===== config.mk =====
export PLATFORM = sky130hd
export DESIGN_NAME = omc_operating_mode_controller
export DESIGN_NICKNAME = d
export VERILOG_FILES = /design/src/verilog/omc_pkg.sv /design/src/verilog/omc_operating_mode_controller.sv
export SDC_FILE = /design/constraint.sdc
export NUM_CORES = 1
export LEC_CHECK = 0
export BUFFER_PORTS_ARGS = -buffer_cell sky130_fd_sc_hd__buf_2
export CORE_MARGIN = 5
export CORE_UTILIZATION = 45
export DETAILED_ROUTE_END_ITERATION = 12
export PLACE_DENSITY = 0.69
export SYNTH_ARGS = -nofsm -noshare
export SYNTH_HDL_FRONTEND = slang
export SYNTH_SLANG_ARGS = --single-unit

===== constraint.sdc =====
create_clock -name mclk -period 5.33 [get_ports mclk]
set_input_delay 0.533 -clock mclk [delete_from_list [all_inputs] [get_ports mclk]]
set_output_delay 0.533 -clock mclk [all_outputs]
set_load 0.1 [all_outputs]

===== src/verilog/omc_pkg.sv =====
// shared constants and mode encoding for the operating-mode controller
package omc_pkg;

  // operating modes, binary codes written out
  typedef enum logic [2:0]
  {
    OMC_NOT_POWERED = 3'h0,
    OMC_POWER_OFF   = 3'h1,
    OMC_ACTIVE      = 3'h2,
    OMC_IDLE        = 3'h3,
    OMC_CONNECTED   = 3'h4
  } omc_mode_t;

  // power saving setting values
  localparam logic [1:0] PSV_OFF      = 2'h0;
  localparam logic [1:0] PSV_PERIODIC = 2'h1;
  localparam logic [1:0] PSV_RTS      = 2'h2;
  localparam logic [1:0] PSV_DTR      = 2'h3;

  // flow control setting value that turns hardware flow control off
  localparam logic [1:0] FLOW_OFF = 2'h3;

  // register offsets of the plain register port
  localparam logic [3:0] REG_CONFIG = 4'h0;
  localparam logic [3:0] REG_STATUS = 4'h1;
  localparam logic [3:0] REG_WAKE   = 4'h2;

  // config register field positions
  localparam int CFG_PSV_LSB  = 0;
  localparam int CFG_FLOW_LSB = 2;

  // reset values
  localparam logic [1:0] PSV_RESET  = 2'h0;
  localparam logic [1:0] FLOW_RESET = 2'h0;

  // status register field positions
  localparam int ST_MODE_LSB  = 0;
  localparam int ST_READY_BIT = 3;
  localparam int ST_CTS_BIT   = 4;
  localparam int ST_FAST_BIT  = 5;

  // wake cause field: one bit per source
  localparam int WAKE_SRC_N = 9;

  // default idle dwell before periodic wake, in mclk cycles
  localparam int PERIOD_DEFAULT = 100000;

endpackage : omc_pkg


===== src/verilog/omc_operating_mode_controller.sv =====
// operating-mode state machine with wake sources and host-side readiness
//
// Contract
// - proper switch-off moves active to power-off
// - switch-on, reset or alarm leave power-off
// - supply loss in power-off gives not-powered
// - interfaces inaccessible while powered off
// - any power-on event enters active mode
// - power saving enabled lets active become idle
// - power saving disabled after power-up
// - idle means not ready for host data
// - CTS shows serial port enabled or disabled
// - periodic wake for paging channel monitoring
// - setting 1 wakes periodically, enables port
// - clock alarm wakes from idle
// - serial data wakes, per flow settings
// - RTS on wakes when flow off, setting 2
// - DTR on wakes with setting 3
// - USB presence wakes from idle
// - USB remote wakeup wakes from idle
// - positioning ready input wakes from idle
// - call start moves active to connected
// - call end returns connected to active
// - active and connected ready unless saving; the code also stays ready with setting 1
// - fast reference active, slow reference idle
// - not-powered ignores switch-on, reset, alarm
//
// The strobed register port and the address map were chosen for this implementation.
module omc_operating_mode_controller
#(
  parameter int PAGING_PERIOD = omc_pkg::PERIOD_DEFAULT
)
(
  // clock, reset, enable
  input  wire logic        mclk,
  input  wire logic        srst,
  input  wire logic        clkEn,
  // supply and power events (pins)
  input  wire logic        supplyGood,
  input  wire logic        switchOnInput,
  input  wire logic        resetInput_n,
  input  wire logic        slowClockPresent,
  // internal events (same clock)
  input  wire logic        switchOffReq,
  input  wire logic        rtcAlarm,
  input  wire logic        callStart,
  input  wire logic        callEnd,
  input  wire logic        activityBusy,
  input  wire logic        uartRxData,
  input  wire logic        usbRemoteWakeup,
  // host lines (pins)
  input  wire logic        rtsOn,
  input  wire logic        dtrOn,
  input  wire logic        usbPresenceInput,
  input  wire logic        positioningReadyInput,
  // register port
  input  wire logic [3:0]  regAddr,
  input  wire logic [31:0] regWdata,
  input  wire logic        regWr,
  input  wire logic        regRd,
  output logic      [31:0] regRdata,
  // status outputs
  output logic      [2:0]  mode,
  output logic             ifReady,
  output logic             ctsOn,
  output logic             fastClockSel
);

  omc_pkg::omc_mode_t state;
  omc_pkg::omc_mode_t next_state;
  logic [1:0]  powerSaving;
  logic [1:0]  flowControl;
  logic [31:0] idleCount;
  logic        periodicWake;
  logic [omc_pkg::WAKE_SRC_N-1:0] wakeSrc;
  logic [omc_pkg::WAKE_SRC_N-1:0] wakeCause;

  // three-stage synchronisers for pin inputs
  localparam int NPIN = 7;
  logic [NPIN-1:0] pinRaw;
  logic [NPIN-1:0] syncA;
  logic [NPIN-1:0] syncB;
  logic [NPIN-1:0] syncC;
  logic [NPIN-1:0] pinStable;

  // reset input is inverted so every synced line is active high
  assign pinRaw = {positioningReadyInput, usbPresenceInput, dtrOn, rtsOn,
                   ~resetInput_n, switchOnInput, supplyGood};

  always_ff @(posedge mclk)
  begin
    if (srst)
    begin
      syncA <= '0;
      syncB <= '0;
      syncC <= '0;
    end
    else if (clkEn)
    begin
      syncA <= pinRaw;
      syncB <= syncA;
      syncC <= syncB;
    end
  end

  // a change counts once stages two and three agree
  always_ff @(posedge mclk)
  begin
    if (srst)
      pinStable <= '0;
    else if (clkEn)
    begin
      for (int i = 0; i < NPIN; i++)
      begin
        if (syncB[i] == syncC[i])
          pinStable[i] <= syncC[i];
      end
    end
  end

  logic sSupply;
  logic sSwitchOn;
  logic sReset;
  logic sRts;
  logic sDtr;
  logic sUsbPres;
  logic sPosReady;
  assign sSupply   = pinStable[0];
  assign sSwitchOn = pinStable[1];
  assign sReset    = pinStable[2];
  assign sRts      = pinStable[3];
  assign sDtr      = pinStable[4];
  assign sUsbPres  = pinStable[5];
  assign sPosReady = pinStable[6];

  function automatic logic savingOn(input logic [1:0] psv);
    savingOn = (psv != omc_pkg::PSV_OFF);
  endfunction : savingOn

  // strobe qualified by one register offset
  function automatic logic regHit(input logic strobe, input logic [3:0] addr, input logic [3:0] target);
    regHit = strobe && (addr == target);
  endfunction : regHit

  // active and connected both run on the fast reference
  function automatic logic isRunning(input omc_pkg::omc_mode_t m);
    isRunning = (m == omc_pkg::OMC_ACTIVE) || (m == omc_pkg::OMC_CONNECTED);
  endfunction : isRunning

  function automatic logic isPoweredDown(input omc_pkg::omc_mode_t m);
    isPoweredDown = (m == omc_pkg::OMC_NOT_POWERED) || (m == omc_pkg::OMC_POWER_OFF);
  endfunction : isPoweredDown

  // power saving starts disabled and is forced off while powered down
  always_ff @(posedge mclk)
  begin
    if (srst)
      powerSaving <= omc_pkg::PSV_RESET;
    else if (clkEn)
    begin
      if (isPoweredDown(state))
        powerSaving <= omc_pkg::PSV_RESET;
      else if (regHit(regWr, regAddr, omc_pkg::REG_CONFIG))
        powerSaving <= regWdata[omc_pkg::CFG_PSV_LSB +: 2];
    end
  end

  // flow control keeps its value across power-down; writes ignored there
  always_ff @(posedge mclk)
  begin
    if (srst)
      flowControl <= omc_pkg::FLOW_RESET;
    else if (clkEn)
    begin
      if (!isPoweredDown(state) && regHit(regWr, regAddr, omc_pkg::REG_CONFIG))
        flowControl <= regWdata[omc_pkg::CFG_FLOW_LSB +: 2];
    end
  end

  // idle dwell counter for periodic wake
  always_ff @(posedge mclk)
  begin
    if (srst)
      idleCount <= '0;
    else if (clkEn)
    begin
      if (state != omc_pkg::OMC_IDLE || periodicWake)
        idleCount <= '0;
      else
        idleCount <= idleCount + 32'h1;
    end
  end

  // one-cycle wake at the end of the dwell
  assign periodicWake = (state == omc_pkg::OMC_IDLE) && (idleCount >= 32'(PAGING_PERIOD - 1));

  // wake sources, combined by OR
  always_comb
  begin
    wakeSrc    = '0;
    wakeSrc[0] = periodicWake;
    wakeSrc[1] = rtcAlarm;
    wakeSrc[2] = uartRxData && (powerSaving == omc_pkg::PSV_PERIODIC ||
                 flowControl != omc_pkg::FLOW_OFF);
    wakeSrc[3] = sRts && flowControl == omc_pkg::FLOW_OFF && powerSaving == omc_pkg::PSV_RTS;
    wakeSrc[4] = sDtr && powerSaving == omc_pkg::PSV_DTR;
    wakeSrc[5] = sUsbPres;
    wakeSrc[6] = usbRemoteWakeup;
    wakeSrc[7] = sPosReady;
    // spare cause bit, always clear
    wakeSrc[8] = 1'b0;
  end

  // mode transitions
  always_comb
  begin
    next_state = state;
    case (state)
      omc_pkg::OMC_NOT_POWERED:
      begin
        if (sSupply)
          next_state = omc_pkg::OMC_ACTIVE;
      end
      omc_pkg::OMC_POWER_OFF:
      begin
        if (!sSupply)
          next_state = omc_pkg::OMC_NOT_POWERED;
        else if (sSwitchOn || sReset || rtcAlarm)
          next_state = omc_pkg::OMC_ACTIVE;
      end
      omc_pkg::OMC_ACTIVE:
      begin
        if (!sSupply)
          next_state = omc_pkg::OMC_NOT_POWERED;
        else if (switchOffReq)
          next_state = omc_pkg::OMC_POWER_OFF;
        else if (callStart)
          next_state = omc_pkg::OMC_CONNECTED;
        // a live wake source or a missing slow clock keeps it awake
        else if (savingOn(powerSaving) && !activityBusy && slowClockPresent && ~|wakeSrc[7:1])
          next_state = omc_pkg::OMC_IDLE;
      end
      omc_pkg::OMC_IDLE:
      begin
        if (!sSupply)
          next_state = omc_pkg::OMC_NOT_POWERED;
        else if (|wakeSrc || !savingOn(powerSaving))
          next_state = omc_pkg::OMC_ACTIVE;
      end
      omc_pkg::OMC_CONNECTED:
      begin
        if (!sSupply)
          next_state = omc_pkg::OMC_NOT_POWERED;
        else if (callEnd)
          next_state = omc_pkg::OMC_ACTIVE;
      end
      default:
        next_state = omc_pkg::OMC_NOT_POWERED;
    endcase
  end

  // current mode register
  always_ff @(posedge mclk)
  begin
    if (srst)
      state <= omc_pkg::OMC_NOT_POWERED;
    else if (clkEn)
      state <= next_state;
  end

  // latched wake cause, cleared by reading the wake register
  always_ff @(posedge mclk)
  begin
    if (srst)
      wakeCause <= '0;
    else if (clkEn)
    begin
      if (state == omc_pkg::OMC_IDLE && next_state == omc_pkg::OMC_ACTIVE)
        wakeCause <= wakeSrc;
      else if (regHit(regRd, regAddr, omc_pkg::REG_WAKE))
        wakeCause <= '0;
    end
  end

  // host-facing outputs
  // registered from the next state so they move together with mode
  logic next_ready;
  logic next_cts;
  always_comb
  begin
    next_ready = 1'b0;
    next_cts   = 1'b0;
    case (next_state)
      omc_pkg::OMC_ACTIVE, omc_pkg::OMC_CONNECTED:
      begin
        // periodic setting keeps the port usable while awake
        next_ready = !savingOn(powerSaving) || powerSaving == omc_pkg::PSV_PERIODIC;
        next_cts   = 1'b1;
      end
      omc_pkg::OMC_IDLE:
      begin
        next_ready = 1'b0;
        next_cts   = (flowControl == omc_pkg::FLOW_OFF);
      end
      default:
      begin
        next_ready = 1'b0;
        next_cts   = 1'b0;
      end
    endcase
  end

  // mode and clock reference follow the next state
  always_ff @(posedge mclk)
  begin
    if (srst)
    begin
      mode         <= omc_pkg::OMC_NOT_POWERED;
      fastClockSel <= 1'b0;
    end
    else if (clkEn)
    begin
      mode         <= next_state;
      fastClockSel <= isRunning(next_state);
    end
  end

  // host-side readiness lines
  always_ff @(posedge mclk)
  begin
    if (srst)
    begin
      ifReady <= 1'b0;
      ctsOn   <= 1'b0;
    end
    else if (clkEn)
    begin
      ifReady <= next_ready;
      ctsOn   <= next_cts;
    end
  end

  // register read data, one cycle after strobe
  always_ff @(posedge mclk)
  begin
    if (srst)
      regRdata <= '0;
    else if (clkEn)
    begin
      regRdata <= '0;
      if (regRd)
      begin
        case (regAddr)
          omc_pkg::REG_CONFIG:
          begin
            regRdata[omc_pkg::CFG_PSV_LSB +: 2]  <= powerSaving;
            regRdata[omc_pkg::CFG_FLOW_LSB +: 2] <= flowControl;
          end
          omc_pkg::REG_STATUS:
          begin
            regRdata[omc_pkg::ST_MODE_LSB +: 3]  <= mode;
            regRdata[omc_pkg::ST_READY_BIT]      <= ifReady;
            regRdata[omc_pkg::ST_CTS_BIT]        <= ctsOn;
            regRdata[omc_pkg::ST_FAST_BIT]       <= fastClockSel;
          end
          omc_pkg::REG_WAKE:
            regRdata[omc_pkg::WAKE_SRC_N-1:0] <= wakeCause;
          default:
            regRdata <= '0;
        endcase
      end
    end
  end

endmodule : omc_operating_mode_controller


==> summary.md, run 1 <==
| Metric | Value |
|---|---|
| Vias in the first global route | between 2000 and 3000 |
| Mean post-synth cell area | 8.68 um^2 |
| Share of cells above drive strength 1 | 0.148 |
| Post-cts hold buffer count | 0 |
| DR WL met3 | 427 um |
| Status | finished clean |
| Leakage power | 0.00167 uW |
| Remaining global-route overflow | 0 |
| Max-slew violations | 0 |
| Hold crit path type | in2reg |
| Worst path required time | 5.62 ns |
| Synth top area share | 0.443 |
| CTS root buf | clkbuf_8 |
| Clock Skew | 0.0115 ns |
| Max incr delay on CP | around 0.42 ns |
| Drt wl/cell | around 13 um |
| Worst setup SP type | input port |
| Port buffer count | 41 |
| Total negative setup slack | 0 ns |
| Minimum hold slack | 0.365 ns |
| Final ANT Viol Nets | 0 |
| Tightest Pin Transition | 1.00 ns |
| Top FF cell, synth | dfxtp_1 |
| Max FO, Critical Path | 37 |
| Cts bufs inserted | 9 |
| Antenna violations before repair | 0 |
| Post-synthesis sequential area ratio | 0.443 |
| #FFs+latches synth | 86 |
| DRT Pass-1 Iters | 5 |
| WP data arrival | roughly 2.5 ns |
| Initial DRC count | roughly 120 |
| Hpwl dp | 5620 um |
| Vias | about 3100 |
| Slowest stage cell on the critical path | nor3_2 |
| Cell variety after synth | 53 |
| Routed wl met2 | 3550 um |
| Ant. Diodes | 0 |
| Reg2reg end | idleCount[22]$_SDFFE_PP0P_ |
| Power Density | 292 nW/um^2 |
| Period minus WS final | 2.24 ns |
| Hold Startpoint | resetInput_n |
| WL final | about 8000 um |
| Met1 wire length | 3740 um |
| Layout Utilization | 0.499 |
| YS warnings | 0 |
| CP Class | in2reg |
| CP cell instances | buf_2, buf_4, nand4_1, nor2_1, nand4_1, nor3_2, a41oi_1, nor2_1 |
| Reg2reg path depth | 7 |
| RePlAce Congestion | ~0.8 |
| Final period utilization | 0.421 |
| Sink Count | 86 |
| Worst setup margin | 3.09 ns |
| Final-report setup violation count | 0 |
| Maximum level of the CTS H-tree | 3 |
| Synthesis-to-layout area growth | 9.72% |
| Core area | approximately 8600 um^2 |
| Critical Path Sink Type | register |
| FF-to-FF setup slack | 3.23 ns |
| Buf+Inv Stages, Crit Path | 2 |
| VDD IR-drop max | 0.146 mV |
| Crit path launch | clkEn |
| Synthesized area | between 3000 and 4000 um^2 |
| Top Layer Used | met4 |
| CP endpoint | idleCount[23]$_SDFFE_PP0P_ |
| Critical path depth in cells | 8 |
| Area contributors post-synth | dfxtp_1, nor2_1, mux2i_1 |
| Global-route wire length before repair | 13000 um |
| Via density | around 5.2 |
| Final net count | 539 |
| Cell area after layout | 4270 um^2 |
| Reg clk slew, reported paths | 0.09 ns |
| R2R Path Start | idleCount[0]$_SDFFE_PP0P_ |
| Number of remaining DRC errors | 0 |
| CTS tree | built |
| Rows | 34 |
| Setup WS pre-CTS | roughly 2.7 ns |
| Largest net degree at the start of global routing | 57 |
| Count of flip-flops with a built-in enable after synthesis | 0 |
| Longest Clk Path Bufs | 2 |
| Highest clock rate | 0.445 GHz |
| Initial core utilization | 0.455 |
| Post-CTS setup buffer count | 0 |
| Final number of hold-violating endpoints | 0 |
| Max_slew headroom | 0.331 |
| Chip width | approximately 100 um |
| RSZ-0062 raised after global routing | no |
| Mapped Cells | roughly 450 |
| Count leader, synth | dfxtp_1 |
| Delay-heaviest family, CP | simple AND/OR/NAND/NOR gates |
| Ys async rst share | 0 |
| Total Routing Usage GR | 0.153 |
| Placed Area | 4060 um^2 |
| Synth top cells by count | dfxtp_1, nor2_1, nand2_1 |
| Clock latency on the worst-skew pair | 0.36 ns |
| Max cap viols | 0 |
| DIE HEIGHT | 103 um |
| Die ar. | 10600 um^2 |
| Post_cts resized | 0 |
| Synth area leader | dfxtp_1 |
| IO Count | 94 |
state kept, by name, indices dropped and copies added, names as in the netlist:
signal / flops
ifReady: 1
fastClockSel: 1
powerSaving: 2
regRdata: 8
syncC: 7
pinStable: 7
wakeCause: 8
syncB: 7
flowControl: 2
mode: 3
ctsOn: 1
idleCount: 32
syncA: 7
worst min-delay path by stage:
stage / endpoint / slack [ns] / cells past startpoint
final: syncA[2]$_SDFFE_PP0P_ / 0.37 / 2
after global routing: syncA[2]$_SDFFE_PP0P_ / 0.35 / 2
after CTS: syncA[2]$_SDFFE_PP0P_ / 0.34 / 2
after detailed placement: wakeCause[2]$_SDFFE_PP0P_ / 0.46 / 2
after global placement: pinStable[6]$_SDFFE_PP0P_ / 0.44 / 2
after floorplan: pinStable[6]$_SDFFE_PP0P_ / 0.44 / 2
cell usage in the layout (no fill, tap or decap), types with 5 or more instances in the layout:
master    instances
dfxtp_1          86
nor2_1           77
buf_2            41
nand2_1          31
a21oi_1          27
mux2i_1          24
conb_1           24
o21ai_0          18
nand3_1          18
nor3_1           10
xnor2_1          10
a22oi_1           9
clkbuf_8          9
nand4_1           8
inv_1             8
xor2_1            8
nor2b_1           7
nor3b_1           6
nor4_1            5
a21o_1            5
layer usage:
| layer | track usage | vias up |
|---|---|---|
| li1 | - | 1586 |
| met1 | 0.213 | 1442 |
| met2 | 0.225 | 80 |
| met3 | 0.0304 | 11 |
| met4 | 0.0737 | 0 |
| met5 | 0 | - |
where the power goes:
group	internal, uW	switching [uW]
logic	19.8	104
registers	648	4.39
clock network	223	248
total	891	356
area by class of cell:
type / instances / area [um^2]
Clock buffer: 9 / 124
Clock inverter: 7 / 80.1
Fill cell: 816 / 4290
Inverter: 9 / 33.8
Multi-Input combinational cell: 332 / 1940
Sequential cell: 86 / 1720
Tap cell: 108 / 135
Timing Repair Buffer: 44 / 228
logic make-up (layout without fill, tap and decap cells):
kind of cell,after synthesis,count (layout),share of synthesized area
AOI/OAI and AO/OA,83,83,0.140
xor gates and xnor gates,18,18,0.0406
adders and majority gates,1,1,0.00322
buffers and inverters,53,69,0.0795
DFF,86,86,0.443
muxes,24,24,0.0618
other,1,24,0.000965
and+or+nand+nor,182,182,0.231
through the flow:
stage                     std cells  total power (uW)
after floorplan                 471               787
after global routing            595              1300
after global placement          579               790
after detailed placement        579               791
final                           595              1250
after CTS                       595              1260
(Power assumes the default switching activity.)
==> run 2, diff against run 1 <==
- clock period: 5.33 -> 2.2 ns (I/O delays scaled with it)
==> summary.md, run 2 (synthesis gave the netlist of run 1 again) <==
| Metric | Value |
|---|---|
| Status | finished clean |
| Period minus WS final | 2.04 ns |
| Commonest non-fill, non-tap cell in the layout | dfxtp_1 |
| Final-report setup violation count | 0 (unchanged) |
| IO Count | 94 (unchanged) |
| Chip width | 103 um (unchanged) |
| CTS tree | built |
| Fillers | 830 (+1.7%) |
| Most frequent cells in the layout | dfxtp_1, nor2_1, buf_2, nand2_1, a21oi_1 |
| Worst path required time | 2.51 ns (-3.11 ns) |
| Hold crit path type | in2reg |
| Critical path depth in cells | 6 (-2) |
| Antenna violations before repair | 0 (unchanged) |
| Reg2reg path depth | 6 (-1) |
| Drt wl/cell | 13.4 um (+1.5%) |
| Placed Area | 4090 um^2 (+0.80%) |
| Core area | 8550 um^2 (unchanged) |
| Hold Path Stages | 2 (unchanged) |
| Clock Skew | 0.0127 ns (+0.00118 ns) |
| Hold Startpoint | resetInput_n |
| Final net count | 543 (+0.74%) |
| Leakage power | 0.00169 uW (+1.5%) |
| Largest net degree at the start of global routing | 56 (-1.8%) |
| Buf+Inv Stages, Crit Path | 1 (-1) |
| Initial core utilization | 0.455 (unchanged) |
| Hpwl dp | 5650 um (+0.58%) |
| WL final | 8030 um (+2.1%) |
| Share of cells above drive strength 1 | 0.161 (+0.0131) |
| Area of the multi-input gates | 1940 um^2 (about the same) |
| Synthesis-to-layout area growth | 11.0% |
| DRT Pass-1 Iters | 4 (-1) |
| Storage cell area | 1720 um^2 (+0.15%) |
| Vias in the first global route | 2842 (+3.9%) |
| WP data arrival | 2.36 ns (-0.18 ns) |
| Global-route wire length before repair | 13100 um (+0.64%) |
| Delay-heaviest family, CP | simple AND/OR/NAND/NOR gates |
| Max FO, Critical Path | 31 (-16%) |
| Largest regs | idleCount (32), regRdata (8), wakeCause (8) |
| Worst setup margin | 0.156 ns (-2.93 ns) |
| DIE HEIGHT | 103 um (unchanged) |
| Vias | 3157 (+1.2%) |
| Longest Clk Path Bufs | 2 (unchanged) |
| Cts bufs inserted | 9 (unchanged) |
| Maximum level of the CTS H-tree | 3 (unchanged) |
| Reg clk slew, reported paths | 0.08 ns (about the same) |
| Worst setup SP type | register |
| Final period utilization | 0.929 |
| Total negative setup slack | 0 ns (unchanged) |
| Minimum hold slack | 0.0420 ns (-0.323 ns) |
| Crit path launch | idleCount[24]$_SDFFE_PP0P_ |
| RePlAce Congestion | 0.812 (+1.4%) |
| Setup WS pre-CTS | 0.170 ns (-2.52 ns) |
| Power Density | 709 nW/um^2 (+140%) |
| Cell area after layout | 4310 um^2 (+1.1%) |
| Final number of hold-violating endpoints | 0 (unchanged) |
| Max_slew headroom | 0.626 (+0.295) |
| CP cell instances | nor4_1, nand4_1, nor4_2, o21ai_2, buf_4, o21ba_4 |
| Ant. Diodes | 0 (unchanged) |
| Highest clock rate | 0.489 GHz |
| CTS root buf | clkbuf_8 |
| Tightest Pin Transition | 0.554 ns (-0.450 ns) |
| VDD IR-drop max | 0.255 mV (+75%) |
| Sink Count | 86 (unchanged) |
| Remaining global-route overflow | 0 (unchanged) |
| Clock latency on the worst-skew pair | 0.36 ns (about the same) |
| R2R Path Start | idleCount[24]$_SDFFE_PP0P_ |
| Max incr delay on CP | 0.45 ns (+0.03 ns) |
| RSZ-0062 raised after global routing | no |
| Slowest stage cell on the critical path | nor4_2 |
| Number of remaining DRC errors | 0 (unchanged) |
| Max reg flops | 32 (unchanged) |
| Largest register by flop count | idleCount |
| Total Routing Usage GR | 0.154 (+0.000865) |
| Via density | 5.27 (+0.54%) |
| Initial DRC count | 87 (-27%) |
| Rows | 34 (unchanged) |
| Final ANT Viol Nets | 0 (unchanged) |
| Die ar. | 10600 um^2 (unchanged) |
| Port buffer count | 41 (unchanged) |
| Max cap viols | 0 (unchanged) |
| Critical Path Sink Type | register |
| CP Class | reg2reg |
| Max-slew violations | 0 (unchanged) |
run 2: cell count changes in the layout (fill, tap and decap cells not counted), sizes merged:
cell      before  now
buf           44   48
clkinv         3    2
clkinvlp       1    2
inv           11    8
clkbuf         9   12
run 2: final cells by class:
| type | instances | share of cell area |
|---|---|---|
| inverter | 9 | 0.00783 |
| clock buffer | 12 | 0.0383 |
| tap | 108 | 0.0313 |
| timing repair buffer | 48 | 0.0597 |
| clock inverter | 4 | 0.0125 |
| sequential | 86 | 0.400 |
| multi-input combinational | 332 | 0.451 |
run 2: stage by stage:
step / std cells / utilization / power (uW)
6_report: 599 / 0.505 / 3060
5_1_grt: 599 / 0.505 / 3170
4_1_cts: 599 / 0.504 / 3090
3_5_place_dp: 583 / 0.479 / 1920
3_3_place_gp: 583 / 0.479 / 1920
2_1_floorplan: 471 / - / 1910
run 2: layer usage:
metal	GRT usage	vias to the layer above	share of wire
met5	0	-	0
li1	-	1597	-
met4	0.0807	0	0.019
met1	0.209	1480	0.47
met2	0.234	66	0.45
met3	0.0244	14	0.055
run 2: final timing paths:
check | end | slack, ns
max | idleCount[26]$_SDFFE_PP0P_ | 0.16
min | syncA[2]$_SDFFE_PP0P_ | 0.04
max reg2reg | idleCount[26]$_SDFFE_PP0P_ | 0.16
min reg2reg | pinStable[6]$_SDFFE_PP0P_ | 0.47
run 2: timing repair:
action	CTS	global route
setup endpoints to repair	0	2
resized for setup	0	1
hold buffers	0	0
setup buffers	0	0
run 2: power breakdown:
group          total [uW]  switching [uW]  internal, uW
sequential           1580            10.0          1570
combinational         304             254          50.0
clock                1180             556           619
==> run 3, diff against run 2 <==
- SETUP_SLACK_MARGIN: default -> 0.2
==> summary.md, run 3 (synthesis gave the netlist of run 1 again) <==
| Metric | Value |
|---|---|
| Status | finished clean |
| Max cap viols | 0 (unchanged) |
| Psw | 855 uW (+4.2%) |
| Reg clk slew, reported paths | 0.09 ns (about the same) |
| Final number of hold-violating endpoints | 0 (unchanged) |
| Switching Fraction | 0.284 (+0.0155) |
| Tightest Pin Transition | 0.589 ns (+0.0356 ns) |
| Port buffer count | 41 (unchanged) |
| DIE HEIGHT | 103 um (unchanged) |
| Period minus WS final | 1.91 ns (-0.138 ns) |
| Clk network pwr share | 0.373 (-0.011) |
| Internal power | 2160 uW (-3.6%) |
| Final Power | 3010 uW (-1.5%) |
| Final net count | 547 (+0.74%) |
| Via density | 5.26 (-0.25%) |
| Synthesis-to-layout area growth | 14.4% |
| RSZ-0062 raised after global routing | yes |
| Sequential share of power | 0.525 (+0.008) |
| Largest regs | idleCount (32), regRdata (8), wakeCause (8) |
| Total negative setup slack | 0 ns (unchanged) |
| Global-route wire length before repair | 13200 um (+0.63%) |
| Chip width | 103 um (unchanged) |
| Worst path required time | 2.49 ns (-0.02 ns) |
| Ant. Diodes | 0 (unchanged) |
| Total Routing Usage GR | 0.154 (+0.000573) |
| Max reg flops | 32 (unchanged) |
| Largest register by flop count | idleCount |
| Clock Skew | 0.0123 ns (-0.000333 ns) |
| DRT Pass-1 Iters | 5 (+1) |
| Most frequent cells in the layout | dfxtp_1, nor2_1, buf_2, nand2_1, a21oi_1 |
| Max FO, Critical Path | 3 (-90%) |
| Cell area after layout | 4450 um^2 (+3.0%) |
| Worst setup SP type | register |
| WL final | 8120 um (+1.2%) |
| Max-slew violations | 0 (unchanged) |
| Largest net degree at the start of global routing | 56 (unchanged) |
| Antenna violations before repair | 0 (unchanged) |
| Commonest non-fill, non-tap cell in the layout | dfxtp_1 |
| Placed Area | 4100 um^2 (+0.21%) |
| Final period utilization | 0.866 (-0.0628) |
| VDD IR-drop max | 0.341 mV (+34%) |
| Sink Count | 86 (unchanged) |
| Core area | 8550 um^2 (unchanged) |
| Hpwl dp | 5720 um (+1.1%) |
| Drt wl/cell | 13.5 um (+0.52%) |
| Die ar. | 10600 um^2 (unchanged) |
| Hold crit path type | in2reg |
| Share of cells above drive strength 1 | 0.190 (+0.0290) |
| Initial core utilization | 0.455 (unchanged) |
| Fillers | 791 (-4.7%) |
| WP data arrival | 2.19 ns (-0.17 ns) |
| Power Density | 678 nW/um^2 (-4.4%) |
| Clock latency on the worst-skew pair | 0.36 ns (about the same) |
| Vias | 3170 (+0.41%) |
| Initial DRC count | 69 (-21%) |
| Maximum level of the CTS H-tree | 3 (unchanged) |
| Final-report setup violation count | 0 (unchanged) |
| CTS tree | built |
| IO Count | 94 (unchanged) |
| Longest Clk Path Bufs | 2 (unchanged) |
| Critical Path Sink Type | register |
| Vias in the first global route | 2852 (+0.35%) |
| Rows | 34 (unchanged) |
| Highest clock rate | 0.525 GHz (+7.2%) |
| Layout Utilization | 0.520 (+0.0154) |
| RePlAce Congestion | 0.815 (+0.36%) |
| Cts bufs inserted | 9 (unchanged) |
| Remaining global-route overflow | 0 (unchanged) |
| Final ANT Viol Nets | 0 (unchanged) |
| Max_slew headroom | 0.602 (-0.0241) |
| Comb pwr share | 0.102 (+0.003) |
| CP Class | reg2reg |
| CTS root buf | clkbuf_8 |
| Number of remaining DRC errors | 0 (unchanged) |
| Leakage power | 0.00176 uW (+4.2%) |
## run 3: cell types whose count changed in the layout (fill, tap and decap cells not counted), sizes merged
cell	change
buf	+4
clkbuf	-2
inv	+3
clkinvlp	-1
## run 3: cell type report
class,instances,area (um^2),share of cell area
clock buffers,10,128,0.0287
clock inverters,6,68.8,0.0155
multi-input cells,332,2060,0.464
well taps,108,135,0.0304
repair buffers,52,292,0.0656
flip-flops and latches,86,1730,0.389
inverters,9,33.8,0.00760
## run 3: power groups by stage
stage | clock (uW) | combinational (uW) | sequential [uW]
floorplan | 0 | 293 | 1610
global placement | 0 | 305 | 1620
detailed placement | 0 | 306 | 1620
CTS | 1150 | 307 | 1580
global route | 1210 | 326 | 1580
finish | 1120 | 309 | 1580
## run 3: per-layer routing
metal | track usage | part of all wire | vias to the layer above | wire (um)
li1 | - | - | 1605 | -
met1 | 0.213 | 0.47 | 1480 | 3840
met2 | 0.238 | 0.46 | 76 | 3730
met3 | 0.0223 | 0.053 | 9 | 429
met4 | 0.0707 | 0.015 | 0 | 123
met5 | 0 | 0 | - | 0
## run 3: metrics by stage
stage | std cells | worst slack [ns] | hold WS, ns
4_1_cts | 600 | 0.187 | 0.0412
2_1_floorplan | 471 | 0.199 | 0.319
3_3_place_gp | 584 | 0.198 | 0.417
5_1_grt | 603 | 0.175 | 0.0474
3_5_place_dp | 584 | 0.181 | 0.428
6_report | 603 | 0.294 | 0.0493
## run 3: repair_timing
action,in CTS,in global routing
endpoints found under the setup margin,4,42
pin swaps,0,10
resized for setup,2,21
setup buffers,0,3
hold buffers,0,0
## run 3: worst max-delay path: stages, from the launching register on
cell,delay [ns]
dfxtp_2,0.37
ha_4,0.16
nand4_1,0.15
a211oi_4,0.37
nor4_4,0.11
a211oi_1,0.29
nand2_1,0.17
o31ai_1,0.21
## run 3: final timing paths
path / startpoint / to / slack (ns) / cells after the start
max: idleCount[1]$_SDFFE_PP0P_ / ifReady$_SDFFE_PP0P_ / 0.29 / 7
min: resetInput_n / syncA[2]$_SDFFE_PP0P_ / 0.05 / 2
max reg2reg: idleCount[1]$_SDFFE_PP0P_ / ifReady$_SDFFE_PP0P_ / 0.29 / 7
min reg2reg: wakeCause[7]$_SDFFE_PP0P_ / wakeCause[7]$_SDFFE_PP0P_ / 0.48 / 2
